**config.mk**
```make
export PLATFORM = sky130hd
export DESIGN_NAME = home_switch_homing_seq
export DESIGN_NICKNAME = d
export VERILOG_FILES = /design/src/homing_pkg.sv /design/src/home_switch_homing_seq.sv
export VERILOG_INCLUDE_DIRS = /design/src
export SDC_FILE = /design/constraint.sdc
export NUM_CORES = 1
export LEC_CHECK = 0
export ABC_AREA = 0
export BUFFER_PORTS_ARGS = -buffer_cell sky130_fd_sc_hd__buf_2
export CORE_MARGIN = 2
export CORE_UTILIZATION = 38
export DETAILED_ROUTE_END_ITERATION = 7
export HOLD_SLACK_MARGIN = 0.12
export PLACE_DENSITY = 0.78
export SYNTH_ARGS = -nofsm -noshare
export SYNTH_HDL_FRONTEND = slang
export SYNTH_SLANG_ARGS = --single-unit
export TNS_END_PERCENT = 100
```
**constraint.sdc**
```tcl
create_clock -name core_clk -period 2.05 [get_ports core_clk]
set_input_delay 0.41 -clock core_clk [delete_from_list [all_inputs] [get_ports core_clk]]
set_output_delay 0.41 -clock core_clk [all_outputs]
set_load 0.01 [all_outputs]
```
**src/homing_defs.svh**
```systemverilog
// Purpose: Constants for the home-switch homing sequencer
// Assumes: Inputs synchronous to core_clk (250 MHz)
// Notes:   Method codes and control word values are plain numbers
`ifndef HOMING_DEFS_SVH
`define HOMING_DEFS_SVH
`define HOM_METHOD_24 8'h18
`define HOM_METHOD_25 8'h19
`define HOM_METHOD_26 8'h1A
`define HOM_METHOD_27 8'h1B
`define HOM_CW_ENABLED 16'h000F
`define HOM_CW_START 16'h001F
`define HOM_POS_RESET 32'h0000_0000
`endif

```
**src/homing_pkg.sv**
```systemverilog
// Purpose: Types for the home-switch homing sequencer
// Assumes: Nothing beyond SystemVerilog packages
// Notes:   Motion command travels as one packed struct
package homing_pkg;
  typedef enum logic [2:0] {
    S_IDLE, S_SEARCH, S_BACK, S_PRE, S_APPROACH, S_DONE
  } state_type;
  typedef struct packed {
    logic run;
    logic dirFwd;
    logic fast;
  } motion_type;
endpackage

```
**src/home_switch_homing_seq.sv**
```systemverilog
// Purpose: Home-switch homing sequencer for methods 24 to 27
// Assumes: Switch inputs are debounced and synchronous to core_clk
// Notes:   Deceleration itself is done by the motion loop
`timescale 1ns/1ps
`default_nettype none
`include "homing_defs.svh"
module home_switch_homing_seq #(
  parameter int SPD_W = 32,
  parameter int POS_W = 32
) (
  input wire logic core_clk,
  input wire logic rst_b,
  input wire logic homeSw,
  input wire logic fwdLimit,
  input wire logic revLimit,
  input wire logic [7:0] method,
  input wire logic [15:0] ctrlWord,
  input wire logic [SPD_W-1:0] fastSpeed,
  input wire logic [SPD_W-1:0] slowSpeed,
  input wire logic [POS_W-1:0] actualPos,
  output var homing_pkg::motion_type motion,
  output logic [SPD_W-1:0] speedCmd,
  output logic [POS_W-1:0] zeroPos,
  output logic homeDone,
  output logic methodErr
);
  // ----------------------------------------------------------------
  // Edge detection
  // ----------------------------------------------------------------
  homing_pkg::state_type state_r;
  homing_pkg::motion_type motion_r;
  logic homePrev_r;
  logic [15:0] cwPrev_r;
  logic homeRise;
  logic homeFall;
  logic startReq;
  logic methodOk;
  logic captureEdge;

  function automatic logic isMethod(input logic [7:0] m,
                                    input logic [7:0] code);
    isMethod = (m == code);
  endfunction

  assign homeRise = homeSw && !homePrev_r;
  assign homeFall = !homeSw && homePrev_r;
  // Only the enabled-to-start step launches a run
  assign startReq = (cwPrev_r == `HOM_CW_ENABLED) &&
                    (ctrlWord == `HOM_CW_START);
  assign methodOk = isMethod(method, `HOM_METHOD_24) ||
                    isMethod(method, `HOM_METHOD_25) ||
                    isMethod(method, `HOM_METHOD_26) ||
                    isMethod(method, `HOM_METHOD_27);
  // Final pass: 24/25 take the rise, 26/27 the fall
  assign captureEdge = (isMethod(method, `HOM_METHOD_24) ||
                        isMethod(method, `HOM_METHOD_25)) ? homeRise
                                                          : homeFall;

  always_ff @(posedge core_clk) begin
    if (!rst_b) begin
      homePrev_r <= 1'b0;
      cwPrev_r <= 16'h0000;
    end else begin
      homePrev_r <= homeSw;
      cwPrev_r <= ctrlWord;
    end
  end

  // ----------------------------------------------------------------
  // Sequencer
  // ----------------------------------------------------------------
  // Method is assumed stable during a run; it is not latched
  always_ff @(posedge core_clk) begin
    if (!rst_b) begin
      state_r <= homing_pkg::S_IDLE;
      motion_r <= '0;
    end else if (startReq && methodOk) begin
      if (!homeSw) begin
        state_r <= homing_pkg::S_SEARCH;
        // 27 searches in reverse, the rest forward
        motion_r <= '{run: 1'b1,
                      dirFwd: !isMethod(method, `HOM_METHOD_27),
                      fast: 1'b1};
      end else if (isMethod(method, `HOM_METHOD_24)) begin
        state_r <= homing_pkg::S_PRE;
        motion_r <= '{run: 1'b1, dirFwd: 1'b0, fast: 1'b0};
      end else if (isMethod(method, `HOM_METHOD_25)) begin
        state_r <= homing_pkg::S_PRE;
        motion_r <= '{run: 1'b1, dirFwd: 1'b1, fast: 1'b0};
      end else begin
        state_r <= homing_pkg::S_APPROACH;
        motion_r <= '{run: 1'b1, dirFwd: 1'b1, fast: 1'b0};
      end
    end else begin
      case (state_r)
        homing_pkg::S_SEARCH: begin
          if (homeRise) begin
            if (isMethod(method, `HOM_METHOD_24) ||
                isMethod(method, `HOM_METHOD_25)) begin
              state_r <= homing_pkg::S_DONE;
              motion_r <= '0;
            end else begin
              state_r <= homing_pkg::S_APPROACH;
              motion_r <= '{run: 1'b1, dirFwd: 1'b1, fast: 1'b0};
            end
          end else if (motion_r.dirFwd && fwdLimit) begin
            state_r <= homing_pkg::S_BACK;
            motion_r <= '{run: 1'b1, dirFwd: 1'b0, fast: 1'b1};
          end else if (!motion_r.dirFwd && revLimit) begin
            state_r <= homing_pkg::S_BACK;
            motion_r <= '{run: 1'b1, dirFwd: 1'b1, fast: 1'b1};
          end
        end
        homing_pkg::S_BACK: begin
          if (homeRise) begin
            if (isMethod(method, `HOM_METHOD_24)) begin
              state_r <= homing_pkg::S_DONE;
              motion_r <= '0;
            end else if (isMethod(method, `HOM_METHOD_25)) begin
              state_r <= homing_pkg::S_PRE;
              motion_r <= '{run: 1'b1, dirFwd: 1'b1, fast: 1'b0};
            end else begin
              state_r <= homing_pkg::S_APPROACH;
              motion_r <= '{run: 1'b1, dirFwd: 1'b1, fast: 1'b0};
            end
          end
        end
        homing_pkg::S_PRE: begin
          if (homeFall) begin
            state_r <= homing_pkg::S_APPROACH;
            motion_r <= '{run: 1'b1,
                          dirFwd: isMethod(method, `HOM_METHOD_24),
                          fast: 1'b0};
          end
        end
        homing_pkg::S_APPROACH: begin
          if (captureEdge) begin
            state_r <= homing_pkg::S_DONE;
            motion_r <= '0;
          end
        end
        homing_pkg::S_IDLE: begin
          state_r <= homing_pkg::S_IDLE;
        end
        homing_pkg::S_DONE: begin
          state_r <= homing_pkg::S_DONE;
        end
        default: begin
          state_r <= homing_pkg::S_IDLE;
          motion_r <= '0;
        end
      endcase
    end
  end

  // ----------------------------------------------------------------
  // Capture, done and speed
  // ----------------------------------------------------------------
  logic capture;
  assign capture = (state_r == homing_pkg::S_APPROACH && captureEdge) ||
                   (state_r == homing_pkg::S_SEARCH && homeRise &&
                    (isMethod(method, `HOM_METHOD_24) ||
                     isMethod(method, `HOM_METHOD_25))) ||
                   (state_r == homing_pkg::S_BACK && homeRise &&
                    isMethod(method, `HOM_METHOD_24));

  always_ff @(posedge core_clk) begin
    if (!rst_b) begin
      zeroPos <= POS_W'(`HOM_POS_RESET);
      homeDone <= 1'b0;
    end else if (capture && !(startReq && methodOk)) begin
      // Refused start leaves the run alone, so its capture still lands
      zeroPos <= actualPos;
      homeDone <= 1'b1;
    end else if (startReq) begin
      homeDone <= 1'b0;
    end
  end

  always_ff @(posedge core_clk) begin
    if (!rst_b) begin
      methodErr <= 1'b0;
    end else if (startReq) begin
      methodErr <= !methodOk;
    end
  end

  // Speed follows the motion register one cycle later
  always_ff @(posedge core_clk) begin
    if (!rst_b) begin
      speedCmd <= '0;
    end else if (!motion_r.run) begin
      speedCmd <= '0;
    end else begin
      speedCmd <= motion_r.fast ? fastSpeed : slowSpeed;
    end
  end

  assign motion = motion_r;

  // ----------------------------------------------------------------
  // Assertions
  // ----------------------------------------------------------------
  start_low24_a: assert property (@(posedge core_clk) disable iff (!rst_b)
    startReq && isMethod(method, `HOM_METHOD_24) && !homeSw |=>
    motion.run && motion.dirFwd && motion.fast)
    else $error("M24 low start not fast forward");
  limit_back_a: assert property (@(posedge core_clk) disable iff (!rst_b)
    state_r == homing_pkg::S_SEARCH && !homeRise && fwdLimit &&
    motion.dirFwd && !startReq |=> state_r == homing_pkg::S_BACK &&
    !motion.dirFwd && motion.fast)
    else $error("Forward limit did not reverse fast");
  pre24_rev_a: assert property (@(posedge core_clk) disable iff (!rst_b)
    startReq && isMethod(method, `HOM_METHOD_24) && homeSw |=>
    state_r == homing_pkg::S_PRE && !motion.dirFwd && !motion.fast)
    else $error("M24 high start not slow reverse");
  m25_pre_a: assert property (@(posedge core_clk) disable iff (!rst_b)
    state_r == homing_pkg::S_PRE && homeFall && !startReq &&
    isMethod(method, `HOM_METHOD_25) |=> !motion.dirFwd && motion.run)
    else $error("M25 did not reverse after fall");
  rev27_limit_a: assert property (@(posedge core_clk) disable iff (!rst_b)
    state_r == homing_pkg::S_SEARCH && !motion.dirFwd && revLimit &&
    !homeRise && !startReq |=> motion.dirFwd && motion.fast)
    else $error("Reverse limit did not turn forward");
  slow26_a: assert property (@(posedge core_clk) disable iff (!rst_b)
    startReq && homeSw && (isMethod(method, `HOM_METHOD_26) ||
    isMethod(method, `HOM_METHOD_27)) |=>
    state_r == homing_pkg::S_APPROACH && !motion.fast)
    else $error("M26/27 high start not slow approach");
  speed_pick_a: assert property (@(posedge core_clk) disable iff (!rst_b)
    motion.run && motion.fast |=>
    speedCmd == $past(fastSpeed))
    else $error("Fast speed not taken");
  capture_stop_a: assert property (@(posedge core_clk) disable iff (!rst_b)
    capture && !startReq |=> homeDone && !motion.run &&
    zeroPos == $past(actualPos) ##1 speedCmd == '0)
    else $error("Capture did not stop and latch");
  done_hold_a: assert property (@(posedge core_clk) disable iff (!rst_b)
    homeDone && !startReq |=> homeDone)
    else $error("Done dropped without start");
  m26_fall_a: assert property (@(posedge core_clk) disable iff (!rst_b)
    state_r == homing_pkg::S_APPROACH &&
    isMethod(method, `HOM_METHOD_26) && !startReq |=>
    homeDone == $past(homeFall))
    else $error("M26 captured on a rise");

  cov_done_c: cover property (@(posedge core_clk) disable iff (!rst_b)
    $rose(homeDone));
  cov_back_c: cover property (@(posedge core_clk) disable iff (!rst_b)
    state_r == homing_pkg::S_BACK ##[1:1000] $rose(homeDone));
  cov_pre_c: cover property (@(posedge core_clk) disable iff (!rst_b)
    state_r == homing_pkg::S_PRE ##1 state_r == homing_pkg::S_APPROACH);
  cov_err_c: cover property (@(posedge core_clk) disable iff (!rst_b)
    methodErr);
endmodule
`default_nettype wire

```
* Yosys cells after proc, flatten, opt, wreduce, memory -nomap -nowiden
Index checks and enable logic that the tools add are counted.
** Operators by class
- Equality and inequality tests :: 16
- Reductions and logical operators :: 29
- Mux-type cells :: 29
** Operator list (number)
- 2-to-1 mux 3 bit :: 20
- equality test 8 x 5 -> 1 bit (second input constant) :: 4
- 2-to-1 mux 32 bit :: 1
- case mux 3 bit (5 select lines) :: 2
- equality test 16 x 4 -> 1 bit (second input constant) :: 1
- equality test 16 x 5 -> 1 bit (second input constant) :: 1
- logical AND 1 bit :: 12
- equality test 3 x 2 -> 1 bit (second input constant) :: 2
- equality test 3 bit (second input constant) :: 2
- zero test 1 bit :: 6
- inequality test 3 x 2 -> 1 bit (second input constant) :: 2
- logical OR 1 bit :: 5
- inequality test 5 x 4 -> 1 bit (second input constant) :: 1
- AND reduction 5 bit :: 1
- 2-to-1 mux 1 bit :: 4
- 2-to-1 mux 2 bit :: 2
- AND reduction 4 bit :: 1
- equality test 3 x 1 -> 1 bit (second input constant) :: 1
- zero test 3 bit :: 1
- inequality test 3 bit (second input constant) :: 1
- inequality test 2 x 1 -> 1 bit (second input constant) :: 1
- AND reduction 2 bit :: 1
- nonzero test 2 bit :: 1
- OR reduction 2 bit :: 1
** Word-level totals
- Bits of input ports :: 125
- Output and inout port bits :: 69
- Logic and storage cells :: 84
- Register bits :: 89

* Longest topological paths before layout
Gate-level depths: netlist of the first run.
- Word-level depth :: 8
- Gate-level depth with buffers :: 9
- Gate-level depth less buffers :: 6

* Worst setup path before layout of the first run
Ideal clock, no wire load.
- Path kind :: input to register
- Start point :: input ctrlWord[5]
- End point :: register zeroPos[24]
- Data required time :: 1928 ps
- Stages :: 8
- Slack :: -56 ps
- Path buffers :: 3
- Arrival time :: 1984 ps
- Setup time :: 122 ps
- Cells stage by stage :: nor4bb_1 nand4_1 or4_1 buf_2 a32oi_2 buf_6 buf_4 o21ai_0
** Between the ends
- Longest elaborated chain between the ends :: 5
** RTL lines
- start: declaration :: line home_switch_homing_seq.sv:17 : input wire logic [15:0] ctrlWord,
- equality test 16 x 5 -> 1 bit (no line)
- logical AND 1 bit :: line home_switch_homing_seq.sv:48 : assign startReq = (cwPrev_r == `HOM_CW_ENABLED) &&
- logical AND 1 bit :: line home_switch_homing_seq.sv:171 : end else if (capture && !(startReq && methodOk)) begin
- zero test 1 bit :: line home_switch_homing_seq.sv:171
- logical AND 1 bit :: line home_switch_homing_seq.sv:171
- end signal: assignment :: line home_switch_homing_seq.sv:169 : zeroPos <= POS_W'(`HOM_POS_RESET);
- end signal: assignment :: line home_switch_homing_seq.sv:173 : zeroPos <= actualPos;
- end: declaration :: line home_switch_homing_seq.sv:23 : output logic [POS_W-1:0] zeroPos,
No other way between the ends.
A chain may end at the register's enable or synchronous reset.

* Worst setup path after layout of the first run
- Start point :: register cwPrev_r[5]
- End point :: register zeroPos[13]
** Between the ends
- Longest elaborated chain between the ends :: 5
** RTL lines
- start: declaration :: line home_switch_homing_seq.sv:33 : logic [15:0] cwPrev_r;
- start signal: assignment :: line home_switch_homing_seq.sv:65 : cwPrev_r <= ctrlWord;
- equality test 16 x 4 -> 1 bit (no line)
- logical AND 1 bit :: line home_switch_homing_seq.sv:48
- logical AND 1 bit :: line home_switch_homing_seq.sv:171
- zero test 1 bit :: line home_switch_homing_seq.sv:171
- logical AND 1 bit :: line home_switch_homing_seq.sv:171
No other way between the ends.

==> qor.csv, run 1 <==
metric;value;unit
row count;34;
vias in the first global route;3300;
final worst slack;-0.103;ns
Synth Area in Adders;0;%
main flop type after synthesis;dfxtp_1;
CTS tree;done;
Fmax;464;MHz
CTS max path bufs;2;
RSZ-0062 raised after global routing;true;
post-synthesis mux area share;9.49;%
syn avg cell area;9.06;um^2
setup TNS;-2.24;ns
Post-synth EDFFs;0;
Synth cell types;50;
M1 GR Usage;20.8;%
Tightest Hold Check Type;in -> reg;
Crit path max-delay family;simple AND/OR/NAND/NOR gates;
Slew HR;64.7;%
final setup fails;37;
Routed WL;9.94;mm
worst hold slack;0.270;ns
most frequent cells in the layout;193 x buf_2, 88 x dfxtp_1, 41 x nor2_1, 40 x nand2_1, 37 x nand3_1;
global router's overall resource usage;18.6;%
skew final;0.0101;ns
Tmin final;2.15;ns
filler cell count in the final layout;774;
Maximum Capacitance Violations;0;
compound-cell area share of the yosys netlist;11.4;%
1st-pass router iterations;4;
post-route design area;0.00507;mm^2
PwrDens;635;mW/mm^2
Skew-Pair Late Insertion Delay;0.35;ns
CTS clk-pin slew, worst paths;0.08;ns
# hold bufs at CTS;0;
Remaining Overflow, GRT;0;
status;finished, violations left;
vias per cell;5.03;
Worst Setup End Kind;flip-flop;
Post-Synth XOR/XNOR Area;0.252;%
CP peak stage delay;0.54;ns
Placer Congestion;0.927;
Mapped Area;0.00348;mm^2
hpwl dp;6.74;mm
Worst EP required;2.33;ns
Worst VDD drop;390;uV
Final Cycle Share;105;%
WP buf/inv;3;
Vert. Die Dim;99.7;um
leak pwr;2.36;nW
initial cell density of the core;39.5;%
GRT met3 Usage;6.61;%
synth warn;0;
cts bufs inserted;9;
Yosys reg bits;89;
WP data arrival;2.44;ns
critical path type;reg -> reg;
layout cell share with drive strength beyond 1;41.6;%
CP Launch Type;flip-flop;
Residual DRC;0;
Routed Antenna Nets;0;
worst-margin pin slew;0.524;ns
first-pass GRT wire length;15.0;mm
Final Util;57.6;%
pin count of the biggest net entering global routing;65;
DRT iter0 DRCs;109;
Worst path slowest cell;or4b_4;
Clock Sinks;89;
worst-path cell chain;or4b_4 > or4_4 > a32oi_4 > buf_12 > buf_4 > clkbuf_16 > nand3_1 > o21ai_1;
crit-path max FO;8;
WL/cell;14.1;um
Post-Synth Simple-Gate Area;22.7;%
leading cell type in the layout, fill and taps excluded;buf_2;
largest family of logic cells by synthesized area;simple AND/OR/NAND/NOR gates;
Final Power;0.00322;W
register area share after synthesis;51.2;%
asr flop ratio synth;0;%
initial antenna violation count;0;
clock root cell;clkbuf_8;
fin nets;716;
failing checks;setup timing;
syn_nets;509;
Top Ports;194;
CORE AREA;0.00881;mm^2
Max Transition Viols Final;0;
via count;3542;
area delta synth->final;45.7;%
grt met2 use;33.3;%
die area;0.00994;mm^2
Port Buf Inserts;193;
ant diodes;0;
GRT Max-Usage Layer;met2;
H-Tree Depth;3;
Synth Instances;384;
Die X;99.7;um
Area after DPL;0.00463;mm^2
Hold Vio Cnt, Final;0;
[layer usage]
layer	vias up	part of all wire [%]	routed length [um]
li1	1748	-	-
met4	0	1.7	165
met2	147	50	5020
met1	1629	40	3950
met5	-	0	0
met3	18	8.1	808
[Yosys cell counts, types with 2 or more instances]
| library cell | count | area share [%] |
|---|---|---|
| o21ai_0 | 12 | 1.7 |
| nand4b_1 | 2 | 0.50 |
| nand2_1 | 40 | 4.3 |
| and2_1 | 16 | 2.9 |
| buf_2 | 5 | 0.72 |
| mux2i_1 | 33 | 9.5 |
| a211oi_1 | 3 | 0.65 |
| nor2b_1 | 3 | 0.54 |
| buf_4 | 2 | 0.43 |
| buf_6 | 4 | 1.3 |
| nor2_1 | 41 | 4.4 |
| clkbuf_1 | 13 | 1.4 |
| nor3b_1 | 3 | 0.65 |
| nand3_1 | 38 | 5.5 |
| nor4_1 | 4 | 0.72 |
| buf_1 | 4 | 0.43 |
| dfxtp_1 | 89 | 51 |
| o311ai_0 | 2 | 0.50 |
| nand4_1 | 2 | 0.36 |
| inv_1 | 4 | 0.43 |
| a21oi_1 | 8 | 1.2 |
| nor4b_1 | 2 | 0.50 |
| o2111ai_1 | 2 | 0.50 |
| o21ai_1 | 26 | 3.7 |
[worst paths after layout]
kind / from / end / slack [ns] / cells after the start
setup reg to reg: cwPrev_r[5] / zeroPos[13] / -0.10 / 8
hold / removal: ctrlWord[6] / cwPrev_r[6] / 0.27 / 2
setup / recovery: cwPrev_r[5] / zeroPos[13] / -0.10 / 8
hold reg to reg: methodErr / methodErr / 0.45 / 2
[per-stage QoR]
step,setup WS (ns),instances
finish,-0.103,704
global route,-0.166,704
CTS,-0.0525,700
detailed placement,-0.343,678
global placement,-0.256,678
floorplan,-0.0260,384
[timing repair]
item                                    CTS  global route
buffers inserted                          3             2
gates resized for setup                   9             7
pin swaps                                 9             1
endpoints found under the setup margin   35            40
cloned                                    3             3
[logic make-up after synthesis]
logic type      count (synthesis)
buf+inv                        34
flops                          89
xor+xnor                        1
compound gates                 65
simple gates                  162
mux                            33
[cell type report]
type	instances	area (um^2)	area share, %
Tap cell	108	135	2.66
Sequential cell	89	1780	35.2
Inverter	5	18.8	0.370
Clock buffer	12	155	3.06
Multi-Input combinational cell	261	1570	30.9
Timing Repair Buffer	225	1360	26.8
Clock inverter	4	51.3	1.01
[worst reg2reg max path: stages, from the launching register on]
cell	delay, ns
dfxtp_1	0.31
or4b_4	0.54
or4_4	0.47
a32oi_4	0.20
buf_12	0.15
buf_4	0.13
clkbuf_16	0.15
nand3_1	0.07
o21ai_1	0.07
[flip-flops by register name (all words and copies together) (netlist names)]
name and cells:
methodErr 1, state_r 3, homeDone 1, zeroPos 32, speedCmd 32, motion 3, homePrev_r 1, cwPrev_r 16
[power by group]
| part | internal [W] | leakage [nW] | switching [W] |
|---|---|---|---|
| logic | 0.000130 | 1.53 | 0.000102 |
| clock network | 0.000631 | 0.103 | 0.000606 |
| registers | 0.00174 | 0.722 | 0.00000479 |
Power figures use the tool's default switching activity.
==> run 2: changes to the inputs <==
- SKIP_CTS_REPAIR_TIMING: default -> 1
==> qor.csv, run 2 (synthesized netlist as in run 1, its figures left out) <==
metric;value;unit
status;finished, violations left;
failing checks;setup timing;
most frequent cells in the layout;193 x buf_2, 87 x dfxtp_1, 41 x nor2_1, 40 x nand2_1, 38 x nand3_1;
Placer Congestion;0.927;
vias per cell;5.02;
Remaining Overflow, GRT;0;
CP Launch Type;flip-flop;
H-Tree Depth;3;
Clk pwr share;38.4;%
critical path type;reg -> reg;
Port Buf Inserts;193;
sw frac;22.1;%
RSZ-0062 raised after global routing;true;
non-filler cells, final;699;
Min-Delay Endpoint;cwPrev_r[6];
cts bufs inserted;9;
1st-pass router iterations;4;
final setup fails;30;
Worst VDD drop;389;uV
Flop pwr share;54.4;%
global router's overall resource usage;17.3;%
PwrDens;649;mW/mm^2
worst reg2reg path depth;7;
skew final;0.00965;ns
Reg-to-Reg Start;cwPrev_r[5];
worst hold stages;2;
fin nets;711;
worst-margin pin slew;0.530;ns
Max Transition Viols Final;0;
initial antenna violation count;0;
worst-path cell chain;or4b_4 > or4_4 > a32oi_4 > buf_12 > clkbuf_16 > nand3_1 > o21ai_1;
Worst Setup End Kind;flip-flop;
first-pass GRT wire length;14.0;mm
layout cell share with drive strength beyond 1;40.9;%
Final Power;0.00322;W
die area;0.00994;mm^2
Top Ports;194;
Hold Vio Cnt, Final;0;
Routed Antenna Nets;0;
initial cell density of the core;39.5;%
DRT iter0 DRCs;141;
crit-path max FO;16;
Slew HR;64.2;%
final worst slack;-0.0448;ns
worst hold slack;0.270;ns
Skew-Pair Late Insertion Delay;0.35;ns
leading cell type in the layout, fill and taps excluded;buf_2;
M1 GR Usage;19.6;%
hpwl dp;6.74;mm
WP data arrival;2.38;ns
Hold Crit Start;ctrlWord[6];
CTS max path bufs;2;
Worst path slowest cell;or4b_4;
Pint;0.00251;W
WL/cell;13.7;um
post-route design area;0.00496;mm^2
Maximum Capacitance Violations;0;
Switch Pwr;0.000710;W
Final Cycle Share;102;%
Tightest Hold Check Type;in -> reg;
row count;34;
CP peak stage delay;0.51;ns
GRT met3 Usage;6.18;%
ant diodes;0;
clock root cell;clkbuf_8;
Comb pwr share;7.2;%
Vert. Die Dim;99.7;um
CORE AREA;0.00881;mm^2
Largest regs;speedCmd: 32 flops, zeroPos: 32 flops, cwPrev_r: 16 flops;
Residual DRC;0;
Area after DPL;0.00463;mm^2
Tmin final;2.09;ns
GRT Max-Usage Layer;met2;
via count;3511;
grt met2 use;30.7;%
vias in the first global route;3148;
pin count of the biggest net entering global routing;66;
area delta synth->final;42.5;%
Placed Instances;678;
Die X;99.7;um
leak pwr;2.31;nW
Routed WL;9.57;mm
slack of the worst reg-to-reg path;-0.04;ns
Crit path max-delay family;simple AND/OR/NAND/NOR gates;
CTS tree;done;
WP buf/inv;2;
CTS clk-pin slew, worst paths;0.08;ns
R2R Path End;zeroPos[21];
Fmax;477;MHz
Clock Sinks;89;
Worst EP required;2.33;ns
run 2: metal layers:
layer / wire length, um / share of wire (%)
met3: 840 / 8.8
met1: 3870 / 40
met4: 138 / 1.4
met2: 4720 / 49
met5: 0 / 0
run 2: worst max path at each step:
stage / start / end / slack, ns / cells after the start
floorplan: ctrlWord[5] / zeroPos[24] / -0.03 / 9
global placement: ctrlWord[10] / zeroPos[4] / -0.26 / 7
detailed placement: ctrlWord[5] / zeroPos[7] / -0.34 / 8
CTS: cwPrev_r[5] / zeroPos[7] / -0.10 / 6
global route: cwPrev_r[5] / zeroPos[19] / -0.10 / 7
finish: cwPrev_r[5] / zeroPos[21] / -0.04 / 7
run 2: area by class of cell:
cell class	count	area, um^2
clock buffer	12	155
sequential	89	1780
multi-input combinational	261	1550
fill	787	3850
inverter	5	18.8
tap	108	135
timing repair buffer	220	1260
clock inverter	4	51.3
run 2: power groups by stage:
stage | Clock [W] | Sequential (W) | Combinational (W)
finish | 0.00123 | 0.00175 | 0.000231
floorplan | 0 | 0.00179 | 0.0000856
global route | 0.00136 | 0.00175 | 0.000258
detailed placement | 0 | 0.00179 | 0.000229
CTS | 0.00128 | 0.00175 | 0.000231
global placement | 0 | 0.00179 | 0.000224
run 2: through the flow:
step                      util (%)  setup WS [ns]  setup TNS [ns]
after floorplan                  -        -0.0260          -0.716
after global placement        52.6         -0.256           -9.49
after detailed placement      52.6         -0.343          -12.15
after CTS                     54.9         -0.104           -2.47
after global routing          56.3         -0.102           -3.02
final                         56.3        -0.0448          -0.683
==> run 3: changes to the inputs <==
- PLACE_DENSITY: 0.78 -> 0.75
- clock period: 2.05 -> 2.18 ns (I/O delays scaled with it)
==> qor.csv, run 3 (synthesized netlist as in run 1, its figures left out) <==
metric;value;unit
Remaining Overflow, GRT;0;
filler cell count in the final layout;805;
Tmin final;2.08;ns
ant diodes;0;
DRT iter0 DRCs;92;
Final Cycle Share;95.4;%
Routed Antenna Nets;0;
worst slack, placed;-0.313;ns
Slew HR;69.6;%
worst-margin pin slew;0.449;ns
Residual DRC;0;
crit-path max FO;16;
Placer Congestion;0.926;
Skew-Pair Late Insertion Delay;0.35;ns
CTS tree;done;
global router's overall resource usage;17.5;%
Maximum Capacitance Violations;0;
Max Transition Viols Final;0;
Hold Vio Cnt, Final;0;
first-pass GRT wire length;14.1;mm
Fmax;481;MHz
skew final;0.0117;ns
CTS clk-pin slew, worst paths;0.09;ns
vias per cell;4.96;
H-Tree Depth;3;
fin nets;705;
final worst slack;0.101;ns
clock root cell;clkbuf_8;
hpwl dp;6.81;mm
status;completed;
CORE AREA;0.00881;mm^2
CTS max path bufs;2;
pin count of the biggest net entering global routing;66;
most frequent cells in the layout;193 x buf_2, 88 x dfxtp_1, 41 x nor2_1, 40 x nand2_1, 38 x nand3_1;
Top Ports;194;
Largest regs;speedCmd: 32 flops, zeroPos: 32 flops, cwPrev_r: 16 flops;
Worst VDD drop;294;uV
Vert. Die Dim;99.7;um
WP data arrival;2.36;ns
vias in the first global route;3198;
critical path type;reg -> reg;
Clock Sinks;89;
initial cell density of the core;39.5;%
leading cell type in the layout, fill and taps excluded;buf_2;
Tightest Hold Check Type;in -> reg;
layout cell share with drive strength beyond 1;39.7;%
CP Launch Type;flip-flop;
Area after DPL;0.00461;mm^2
PwrDens;607;mW/mm^2
Worst Setup End Kind;flip-flop;
area delta synth->final;40.4;%
via count;3434;
Worst EP required;2.46;ns
initial antenna violation count;0;
cts bufs inserted;9;
final setup fails;0;
Die X;99.7;um
Routed WL;9.49;mm
WL/cell;13.7;um
1st-pass router iterations;5;
leak pwr;2.25;nW
row count;34;
post-route design area;0.00489;mm^2
Port Buf Inserts;193;
die area;0.00994;mm^2
==> run 3: changes by cell type in the layout (fill, tap and decap cells not counted), sizes merged <==
cell and change:
buf -5, clkbuf -1, clkinv -1, clkinvlp +1
==> run 3: per-stage QoR <==
stage | power [W] | setup TNS, ns | cells | hold WS, ns | util (%)
floorplan | 0.00176 | 0 | 384 | 0.467 | -
global placement | 0.00190 | -9.60 | 673 | 0.428 | 52.3
detailed placement | 0.00190 | -10.91 | 673 | 0.446 | 52.3
CTS | 0.00301 | -0.792 | 689 | 0.274 | 54.4
global route | 0.00310 | -0.00258 | 693 | 0.277 | 55.5
finish | 0.00296 | 0 | 693 | 0.292 | 55.5
==> run 3: area by class of cell <==
cell class	instances	area, um^2	area share, %
inverter	5	18.8	0.384
sequential	89	1780	36.5
multi-input combinational	261	1550	31.7
timing repair buffer	214	1210	24.8
clock buffer	12	135	2.77
clock inverter	4	53.8	1.10
tap	108	135	2.77
==> run 3: final timing paths <==
kind               startpoint     endpoint  slack (ns)  cells past startpoint
hold reg to reg     methodErr    methodErr        0.45                      2
setup reg to reg  cwPrev_r[5]  zeroPos[15]        0.10                      7
setup / recovery  cwPrev_r[5]  zeroPos[15]        0.10                      7
hold / removal    ctrlWord[3]  cwPrev_r[3]        0.29                      2
==> run 3: worst max-delay path, cell delays in order, from the launching register on <==
cell       delay, ns
dfxtp_1         0.31
or4b_1          0.52
or4_4           0.48
a32oi_4         0.21
buf_12          0.16
clkbuf_16       0.17
nand3_1         0.08
o21ai_1         0.07
==> run 3: routing by layer <==
metal	track usage [%]	share of wire [%]
met1	18.5	40
met2	31.6	49
met3	7.10	9.9
met4	5.80	1.3
met5	0	0
==> run 3: power by group <==
part	switching (W)	internal (W)	leakage, nW
clock	0.000567	0.000534	0.0868
combinational	0.0000968	0.000122	1.44
sequential	0.00000489	0.00164	0.722
total	0.000668	0.00230	2.25
